[src/design/dcp_regs.svh]
`ifndef DCP_REGS_SVH
`define DCP_REGS_SVH
// Geometry
`define DCP_NUM_BANKS 8
`define DCP_BA_W 3
`define DCP_ADDR_W 14
`define DCP_DQ_W 8
`define DCP_COL_W 10
`define DCP_MR_COUNT 4
// Self refresh exit to first read, in clocks
`define DCP_XSRD_CLK 200
// Least registrations of a clock-enable level
`define DCP_CKE_MIN_CLK 3
// Reset values
`define DCP_MR_RESET 14'h0000
`define DCP_ROW_RESET 14'h0000
`endif

[src/design/dcp_pkg.sv]
`default_nettype none
`include "dcp_regs.svh"
package dcp_pkg;
  // Power state held before each edge
  typedef enum logic [2:0] {
    DCP_ST_IDLE,
    DCP_ST_ACTIVE,
    DCP_ST_PRE_PD,
    DCP_ST_ACT_PD,
    DCP_ST_SELF_REF
  } dcp_state_type;
  // Decoded command
  typedef enum logic [3:0] {
    DCP_CMD_DESEL,
    DCP_CMD_NOP,
    DCP_CMD_MRS,
    DCP_CMD_REF,
    DCP_CMD_PRE,
    DCP_CMD_ACT,
    DCP_CMD_WR,
    DCP_CMD_RD
  } dcp_cmd_type;
endpackage : dcp_pkg
`default_nettype wire

[src/design/dcp_core.sv]
// Overview of operation
// - Each edge acts on previous and current clock enable plus the held state.
// - Clock enable low twice holds power-down or self refresh; commands ignored.
// - Enable falling with NOP/deselect enters active or precharge power-down.
// - Refresh with enable falling enters self refresh, only with all banks idle.
// - No refresh happens in power-down; controller bounds its length.
// - No termination in self refresh; termination pin never alters power state.
// - Enable high twice: commands decode by the normal command table.
// - Write beats with mask low are stored; mask high leaves location unchanged.
// - Chip select high accepts no new command; running work continues.
// - NOP starts nothing new; running work continues.
// - Mode register set picks register by bank address, loads from address.
// - Activate opens the row until the bank is precharged.
`default_nettype none
`include "dcp_regs.svh"
module dcp_core
  import dcp_pkg::*;
(
  // Clock and reset
  input wire logic ref_clk,
  input wire logic srst,
  // Command pins, sampled on the same clock
  input wire logic cke,
  input wire logic cs_n,
  input wire logic ras_n,
  input wire logic cas_n,
  input wire logic we_n,
  input wire logic [`DCP_BA_W-1:0] ba,
  input wire logic [`DCP_ADDR_W-1:0] addr,
  input wire logic odt,
  // Write data beat
  input wire logic wr_beat,
  input wire logic dm,
  input wire logic [`DCP_DQ_W-1:0] wr_data,
  input wire logic [`DCP_COL_W-1:0] wr_col,
  // Array write port
  output logic arr_we,
  output logic [`DCP_COL_W-1:0] arr_col,
  output logic [`DCP_DQ_W-1:0] arr_data,
  // Status
  output dcp_state_type state,
  output logic [`DCP_NUM_BANKS-1:0] bank_open,
  output logic odt_active,
  output logic read_ok,
  output logic [`DCP_ADDR_W-1:0] mode_reg0,
  output logic [`DCP_ADDR_W-1:0] mode_reg1,
  output logic [`DCP_ADDR_W-1:0] mode_reg2,
  output logic [`DCP_ADDR_W-1:0] mode_reg3
);
  logic cke_prev;
  logic next_cke_prev;
  dcp_state_type next_state;
  dcp_cmd_type cmd;
  logic [7:0] xsrd_cnt;
  logic [7:0] next_xsrd_cnt;
  logic [`DCP_ADDR_W-1:0] mr [`DCP_MR_COUNT];
  logic [`DCP_ADDR_W-1:0] next_mr [`DCP_MR_COUNT];
  logic next_arr_we;
  logic [`DCP_COL_W-1:0] next_arr_col;
  logic [`DCP_DQ_W-1:0] next_arr_data;
  logic executes;
  logic any_open;
  logic [`DCP_NUM_BANKS-1:0] act_vec;
  logic [`DCP_NUM_BANKS-1:0] pre_vec;

  // Command decode; chip select high masks the strobes
  always_comb begin
    cmd = DCP_CMD_NOP;
    if (cs_n) begin
      cmd = DCP_CMD_DESEL;
    end else begin
      case ({ras_n, cas_n, we_n})
        3'h0: cmd = DCP_CMD_MRS;
        3'h1: cmd = DCP_CMD_REF;
        3'h2: cmd = DCP_CMD_PRE;
        3'h3: cmd = DCP_CMD_ACT;
        3'h4: cmd = DCP_CMD_WR;
        3'h5: cmd = DCP_CMD_RD;
        3'h7: cmd = DCP_CMD_NOP;
        default: cmd = DCP_CMD_NOP;
      endcase
    end
  end

  // Commands execute only with enable high at both edges
  assign executes = cke_prev && cke;
  assign any_open = |bank_open;

  // Per-bank activate and precharge strobes
  always_comb begin
    act_vec = '0;
    pre_vec = '0;
    if (executes && cmd == DCP_CMD_ACT) begin
      act_vec[ba] = 1'b1;
    end
    if (executes && cmd == DCP_CMD_PRE) begin
      if (addr[10]) begin
        pre_vec = '1;
      end else begin
        pre_vec[ba] = 1'b1;
      end
    end
  end

  // Row trackers, one per bank
  for (genvar b = 0; b < `DCP_NUM_BANKS; b++) begin : g_bank
    dcp_bank u_bank (
      .ref_clk(ref_clk),
      .srst(srst),
      .act(act_vec[b]),
      .pre(pre_vec[b]),
      .row_in(addr),
      .open(bank_open[b]),
      .row()
    );
  end

  // Power state transitions from both enable samples
  always_comb begin
    next_state = state;
    next_cke_prev = cke;
    next_xsrd_cnt = xsrd_cnt;
    case (state)
      DCP_ST_IDLE, DCP_ST_ACTIVE: begin
        if (cke_prev && !cke) begin
          if (cmd == DCP_CMD_REF && !any_open) begin
            next_state = DCP_ST_SELF_REF;
          end else if (any_open) begin
            next_state = DCP_ST_ACT_PD;
          end else begin
            next_state = DCP_ST_PRE_PD;
          end
        end else begin
          next_state = any_open ? DCP_ST_ACTIVE : DCP_ST_IDLE;
          if (executes && cmd == DCP_CMD_ACT) begin
            next_state = DCP_ST_ACTIVE;
          end
        end
        if (xsrd_cnt != 8'h00) begin
          next_xsrd_cnt = xsrd_cnt - 8'h01;
        end
      end
      DCP_ST_PRE_PD, DCP_ST_ACT_PD: begin
        // Low twice holds; rising exits; refresh not run here
        if (cke) begin
          next_state = any_open ? DCP_ST_ACTIVE : DCP_ST_IDLE;
        end
      end
      DCP_ST_SELF_REF: begin
        if (cke) begin
          next_state = DCP_ST_IDLE;
          next_xsrd_cnt = 8'(`DCP_XSRD_CLK);
        end
      end
      default: next_state = DCP_ST_IDLE;
    endcase
  end

  // Power state registers
  always_ff @(posedge ref_clk) begin
    if (srst) begin
      state <= DCP_ST_IDLE;
      cke_prev <= 1'b1;
      xsrd_cnt <= 8'h00;
    end else begin
      state <= next_state;
      cke_prev <= next_cke_prev;
      xsrd_cnt <= next_xsrd_cnt;
    end
  end

  assign read_ok = (xsrd_cnt == 8'h00);
  // Termination follows the pin except in self refresh
  assign odt_active = odt && (state != DCP_ST_SELF_REF);

  // Mode register load selected by bank address
  always_comb begin
    for (int i = 0; i < `DCP_MR_COUNT; i++) begin
      next_mr[i] = mr[i];
    end
    if (executes && cmd == DCP_CMD_MRS) begin
      next_mr[ba[1:0]] = addr;
    end
  end

  always_ff @(posedge ref_clk) begin
    if (srst) begin
      for (int i = 0; i < `DCP_MR_COUNT; i++) begin
        mr[i] <= `DCP_MR_RESET;
      end
    end else begin
      for (int i = 0; i < `DCP_MR_COUNT; i++) begin
        mr[i] <= next_mr[i];
      end
    end
  end

  assign mode_reg0 = mr[0];
  assign mode_reg1 = mr[1];
  assign mode_reg2 = mr[2];
  assign mode_reg3 = mr[3];

  // Masked write beats leave the array untouched
  always_comb begin
    next_arr_we = wr_beat && !dm;
    next_arr_col = wr_beat ? wr_col : arr_col;
    next_arr_data = (wr_beat && !dm) ? wr_data : arr_data;
  end

  always_ff @(posedge ref_clk) begin
    if (srst) begin
      arr_we <= 1'b0;
      arr_col <= '0;
      arr_data <= '0;
    end else begin
      arr_we <= next_arr_we;
      arr_col <= next_arr_col;
      arr_data <= next_arr_data;
    end
  end

  // Checks
  property p_pd_hold;
    @(posedge ref_clk) disable iff (srst)
      (state inside {DCP_ST_PRE_PD, DCP_ST_ACT_PD} && !cke) |=> (state == $past(state));
  endproperty
  a_pd_hold: assert property (p_pd_hold) else $error("power-down not held");

  property p_pd_entry;
    @(posedge ref_clk) disable iff (srst)
      (state inside {DCP_ST_IDLE, DCP_ST_ACTIVE} && cke_prev && !cke
       && cmd inside {DCP_CMD_NOP, DCP_CMD_DESEL})
      |=> (state == ($past(any_open) ? DCP_ST_ACT_PD : DCP_ST_PRE_PD));
  endproperty
  a_pd_entry: assert property (p_pd_entry) else $error("bad power-down entry");

  property p_sr_entry;
    @(posedge ref_clk) disable iff (srst)
      (state == DCP_ST_IDLE && cke_prev && !cke && cmd == DCP_CMD_REF && !any_open)
      |=> state == DCP_ST_SELF_REF;
  endproperty
  a_sr_entry: assert property (p_sr_entry) else $error("self refresh not entered");

  property p_xsrd;
    @(posedge ref_clk) disable iff (srst)
      (state == DCP_ST_SELF_REF && cke) |=> !read_ok [*8];
  endproperty
  a_xsrd: assert property (p_xsrd) else $error("read allowed too early");

  property p_no_odt_sr;
    @(posedge ref_clk) disable iff (srst)
      state == DCP_ST_SELF_REF |-> !odt_active;
  endproperty
  a_no_odt_sr: assert property (p_no_odt_sr) else $error("termination in self refresh");

  property p_deselect;
    @(posedge ref_clk) disable iff (srst)
      (cs_n && state == DCP_ST_IDLE && cke_prev && cke)
      |=> (bank_open == $past(bank_open) && state == DCP_ST_IDLE);
  endproperty
  a_deselect: assert property (p_deselect) else $error("deselect changed state");

  property p_mrs;
    @(posedge ref_clk) disable iff (srst)
      (executes && cmd == DCP_CMD_MRS && ba[1:0] == 2'h1) |=> mode_reg1 == $past(addr);
  endproperty
  a_mrs: assert property (p_mrs) else $error("mode register not loaded");

  property p_act;
    @(posedge ref_clk) disable iff (srst)
      (executes && cmd == DCP_CMD_ACT && !pre_vec[ba]) |=> bank_open[$past(ba)];
  endproperty
  a_act: assert property (p_act) else $error("row not opened");

  property p_mask;
    @(posedge ref_clk) disable iff (srst)
      (wr_beat && dm) |=> !arr_we;
  endproperty
  a_mask: assert property (p_mask) else $error("masked beat written");

  // Leaving power-down returns to the state that matches the open banks
  property p_pd_exit;
    @(posedge ref_clk) disable iff (srst)
      (state inside {DCP_ST_PRE_PD, DCP_ST_ACT_PD} && cke)
      |=> (state == ($past(any_open) ? DCP_ST_ACTIVE : DCP_ST_IDLE));
  endproperty
  a_pd_exit: assert property (p_pd_exit) else $error("bad power-down exit");

  property p_sr_hold;
    @(posedge ref_clk) disable iff (srst)
      (state == DCP_ST_SELF_REF && !cke) |=> state == DCP_ST_SELF_REF;
  endproperty
  a_sr_hold: assert property (p_sr_hold) else $error("self refresh not held");

  // A no-operation must leave rows and mode register 0 alone
  property p_nop;
    @(posedge ref_clk) disable iff (srst)
      (!cs_n && ras_n && cas_n && we_n)
      |=> (bank_open == $past(bank_open) && mode_reg0 == $past(mode_reg0));
  endproperty
  a_nop: assert property (p_nop) else $error("no-operation changed state");

  c_sr: cover property (@(posedge ref_clk) disable iff (srst)
    state == DCP_ST_SELF_REF ##1 state == DCP_ST_IDLE);
  c_apd: cover property (@(posedge ref_clk) disable iff (srst) state == DCP_ST_ACT_PD);
  c_ppd: cover property (@(posedge ref_clk) disable iff (srst) state == DCP_ST_PRE_PD);
  c_rdok: cover property (@(posedge ref_clk) disable iff (srst) $rose(read_ok));
endmodule : dcp_core
`default_nettype wire

[src/design/dcp_bank.sv]
`default_nettype none
`include "dcp_regs.svh"
// One bank: open row tracker
module dcp_bank
  import dcp_pkg::*;
(
  // Clock and reset
  input wire logic ref_clk,
  input wire logic srst,
  // Commands to this bank
  input wire logic act,
  input wire logic pre,
  input wire logic [`DCP_ADDR_W-1:0] row_in,
  // State
  output logic open,
  output logic [`DCP_ADDR_W-1:0] row
);
  logic next_open;
  logic [`DCP_ADDR_W-1:0] next_row;

  // Open on activate, close on precharge
  always_comb begin
    next_open = open;
    next_row = row;
    if (act && !open) begin
      next_open = 1'b1;
      next_row = row_in;
    end else if (pre) begin
      next_open = 1'b0;
    end
  end

  // Register row state
  always_ff @(posedge ref_clk) begin
    if (srst) begin
      open <= 1'b0;
      row <= `DCP_ROW_RESET;
    end else begin
      open <= next_open;
      row <= next_row;
    end
  end
endmodule : dcp_bank
`default_nettype wire

[config.mk]
export PLATFORM = sky130hd
export DESIGN_NAME = dcp_core
export DESIGN_NICKNAME = d
export VERILOG_FILES = /design/src/design/dcp_pkg.sv /design/src/design/dcp_core.sv /design/src/design/dcp_bank.sv
export VERILOG_INCLUDE_DIRS = /design/src /design/src/design
export SDC_FILE = /design/constraint.sdc
export NUM_CORES = 1
export LEC_CHECK = 0
export BUFFER_PORTS_ARGS = -buffer_cell sky130_fd_sc_hd__buf_2
export CAP_MARGIN = 10
export CORE_MARGIN = 8
export CORE_UTILIZATION = 30
export CTS_BUF_LIST = sky130_fd_sc_hd__clkbuf_16
export CTS_CLUSTER_SIZE = 24
export DETAILED_ROUTE_END_ITERATION = 10
export HOLD_SLACK_MARGIN = 0.03
export MAX_ROUTING_LAYER = met4
export SKIP_CTS_REPAIR_TIMING = 1
export SLEW_MARGIN = 0
export SYNTH_ARGS = -nofsm -noshare
export SYNTH_HDL_FRONTEND = slang
export SYNTH_SLANG_ARGS = --single-unit
export TNS_END_PERCENT = 50
[constraint.sdc]
create_clock -name ref_clk -period 4.83 [get_ports ref_clk]
set_clock_uncertainty 0.2 [all_clocks]
set_input_delay 0.483 -clock ref_clk [delete_from_list [all_inputs] [get_ports ref_clk]]
set_output_delay 0.483 -clock ref_clk [all_outputs]
set_load 0.02 [all_outputs]
==> impl_results.md <==
- Final cycle utilization of the critical path: 0.516
- Core outline area: 12,500 um2
- Fraction of layout cells with a size suffix above 1: 0.271
- Critical R2R Capture: xsrd_cnt[5]
- Final Util: 0.383
- PortBufs: 132
- Vias in the first global route: 3,527
- Synth Area in XOR/XNOR: 0.00232
- Top Usage Layer GRT: met2
- Worst vdd ir: 0.000238 V
- Highest-delay cell along the critical path: or4_1
- Die width: 128 um
- Fin crit period: 2.49 ns
- H-tree levels: 3
- Met1 Use GR: 0.170
- Wire per inst: 15.2 um
- Multi-input gate area: 1650 um2
- Mean post-synth cell area: 8.17 um2
- Synth warn: 0
- Relative slew slack: 0.532
- Num ports: 133
- R2r startpoint: xsrd_cnt[0]
- Max-Cap Viols: 0
- Die area: 16,400 um2
- Sequential Area: 1900 um2
- Final setup viols: 0
- CTS buffer count: 9
- Post-synthesis cell count: 461
- Worst slew pin tran: 0.702 ns
- Routed Antenna Nets: 0
- Initial Util: 0.302
- Yosys top cell by area: dfxtp_1
- Vias/cell: 4.80
- Seq/Total Area, Yosys: 0.505
- WS Path Type: reg2out
- Share of the synthesized area in the top cell type: 0.505
- Worst-path fanout max: 7
- # nets final: 614
- TritonRoute pass-1 iters: 4
- Setup crit start: xsrd_cnt[2]
- Crit-path cells: or4_1, nor4b_1, buf_2
- Clock tree sinks: 95
- Post-synthesis adder-cell area fraction: 0.00664
- Number of diodes: 0
- Die height: 128 um
- Register bit total from synthesis: 95
- Worst setup path end: read_ok
- Fill cells: 1,289
- Crit path arrival time: 1.81 ns
- Initial antenna violation count: 0
- Clock Power Share: 0.401
- CTS tree: yes
- CP Capture Type: output pin
- CP peak stage delay: 0.60 ns
- Final hold slack: 0.175 ns
- Setup repair after global routing missed its margin: no
- Fin Setup TNS: 0 ns
- Area after DPL: 4450 um2
- Grt ovf: 0
- Clock insertion delay at the later pin of the skew report: 0.34 ns
- Reg clk slew, reported paths: 0.07 ns
- Reg2Reg Setup Slack: 2.69 ns
- Int Pwr: 1390 uW
- Number of remaining DRC errors: 0
- Max Transition Viols Final: 0
- Clock buffer depth: 2
- Crit start category: flip-flop
- Hold Path Class: in2reg
- # rows: 41
- Final hold vios: 0
- Post-Route WL: 11.3 mm
- Initial DRC count: 171
- Layout Area Growth over Synthesis: 26.6%
- Grt met3 use: 0.0395
- Post-Syn Nets: 508
- Worst EP required: 4.15 ns
- Pin count of the biggest net entering global routing: 56
- Met2 usage: 0.227
- Cells on worst reg2reg path: 6
- Synth cell types: 45
- Post-synthesis async set-or-reset flop share: 0
- Fmax: 402 MHz
- Leak: 0.00204 uW
- Sequential power share: 0.446
- Finished Cell Area: 4770 um2
- DP HPWL: 8.40 mm
- Post-synthesis mux area share: 0.0292
- Synth Area in Simple Gates: 0.242
- Placer Congestion: 0.785
- EDFF count, synth: 0
- Combinational group share of total power: 0.153
- Top_reg_cell synth: dfxtp_1
- Global Route Usage Sum: 0.144
- Synth Area in Compound Gates: 0.157
- Area contributors post-synth: dfxtp_1 (50%), nand2_1 (14%), a21oi_1 (10%), mux2i_1 (2.9%), nor2_1 (2.7%)
- NetSw: 526 uW
- Syn Std Cell Area: 3770 um2
- Clock Tree Root: clkbuf_16
- PD cells: 402 nW/um2
- Largest family of logic cells by synthesized area: simple AND/OR/NAND/NOR gates
- Sw Ratio: 0.274
- First-pass GRT wire length: 18.0 mm
- Run status: finished, final reports clean
- Via Count: 3,573
-- cell usage in the layout (no fill, tap or decap), drive strengths merged, types with 7 or more instances in the layout --
master  count
a211oi      7
a21oi      78
buf       133
clkbuf      9
dfxtp      95
inv         7
mux2i      11
nand2     136
nand3       7
nor2       27
-- sequential cells by signal, indices dropped and copies added (netlist names) --
register / flops
arr_data: 8
cke_prev: 1
state: 3
xsrd_cnt: 8
arr_we: 1
g_bank.u_bank.open: 8
arr_col: 10
mr: 56
-- synth_stat cells, drive strengths merged (3+ instances only) --
cell,count
inv,5
or4,3
a211oi,7
nor3,4
nor2b,3
clkbuf,22
a31oi,6
nand2,136
mux2i,11
buf,16
nor4b,3
nor2,27
and3,3
a21oi,78
nor4,3
dfxtp,95
nand3,7
-- routing by layer --
metal	part of all wire	routed length, um
met4	0.014	157
met5	0	0
met2	0.46	5240
met1	0.46	5220
met3	0.060	674
-- power by group through the flow --
stage	clock network [uW]	logic [uW]	registers [uW]
2_1_floorplan	0	202	879
3_3_place_gp	0	288	871
3_5_place_dp	0	294	873
4_1_cts	787	295	855
5_1_grt	819	330	862
6_report	770	294	856
-- cell families after synthesis --
logic type	count (synthesis)
simple gates	205
compound gates	104
flops	95
buf+inv	43
mux	11
fa+ha+maj	2
xor+xnor	1
-- stage by stage --
step           worst slack (ns)  std cells  power (uW)
5_1_grt                    2.26        744        2010
4_1_cts                    2.33        744        1940
3_3_place_gp               2.57        728        1160
3_5_place_dp               2.57        728        1170
6_report                   2.34        744        1920
2_1_floorplan              2.46        461        1080
-- worst max-delay path, delay by kind of cell (launching register included) --
kind                   cells  cell delay [ns]
buffers and inverters      1             0.21
DFF                        1             0.36
and+or+nand+nor            2             0.90
-- layout make-up --
class	instances	share of cell area
clock buffers	9	0.0472
clock inverters	7	0.0194
inverters	5	0.00393
multi-input cells	323	0.345
flip-flops and latches	95	0.399
well taps	172	0.0451
repair buffers	133	0.140
-- worst min path at each step --
stage                               start                    end  slack (ns)  cells after the start
finish                         wr_data[6]            arr_data[6]        0.18                      3
global route                   wr_data[0]            arr_data[0]        0.18                      3
global placement                 mr[2][4]               mr[2][4]        0.24                      2
detailed placement               mr[2][4]               mr[2][4]        0.24                      2
floorplan           g_bank[5].u_bank.open  g_bank[5].u_bank.open        0.26                      1
CTS                            wr_data[3]            arr_data[3]        0.16                      3
Note: power is estimated with default switching activity, not from simulation.
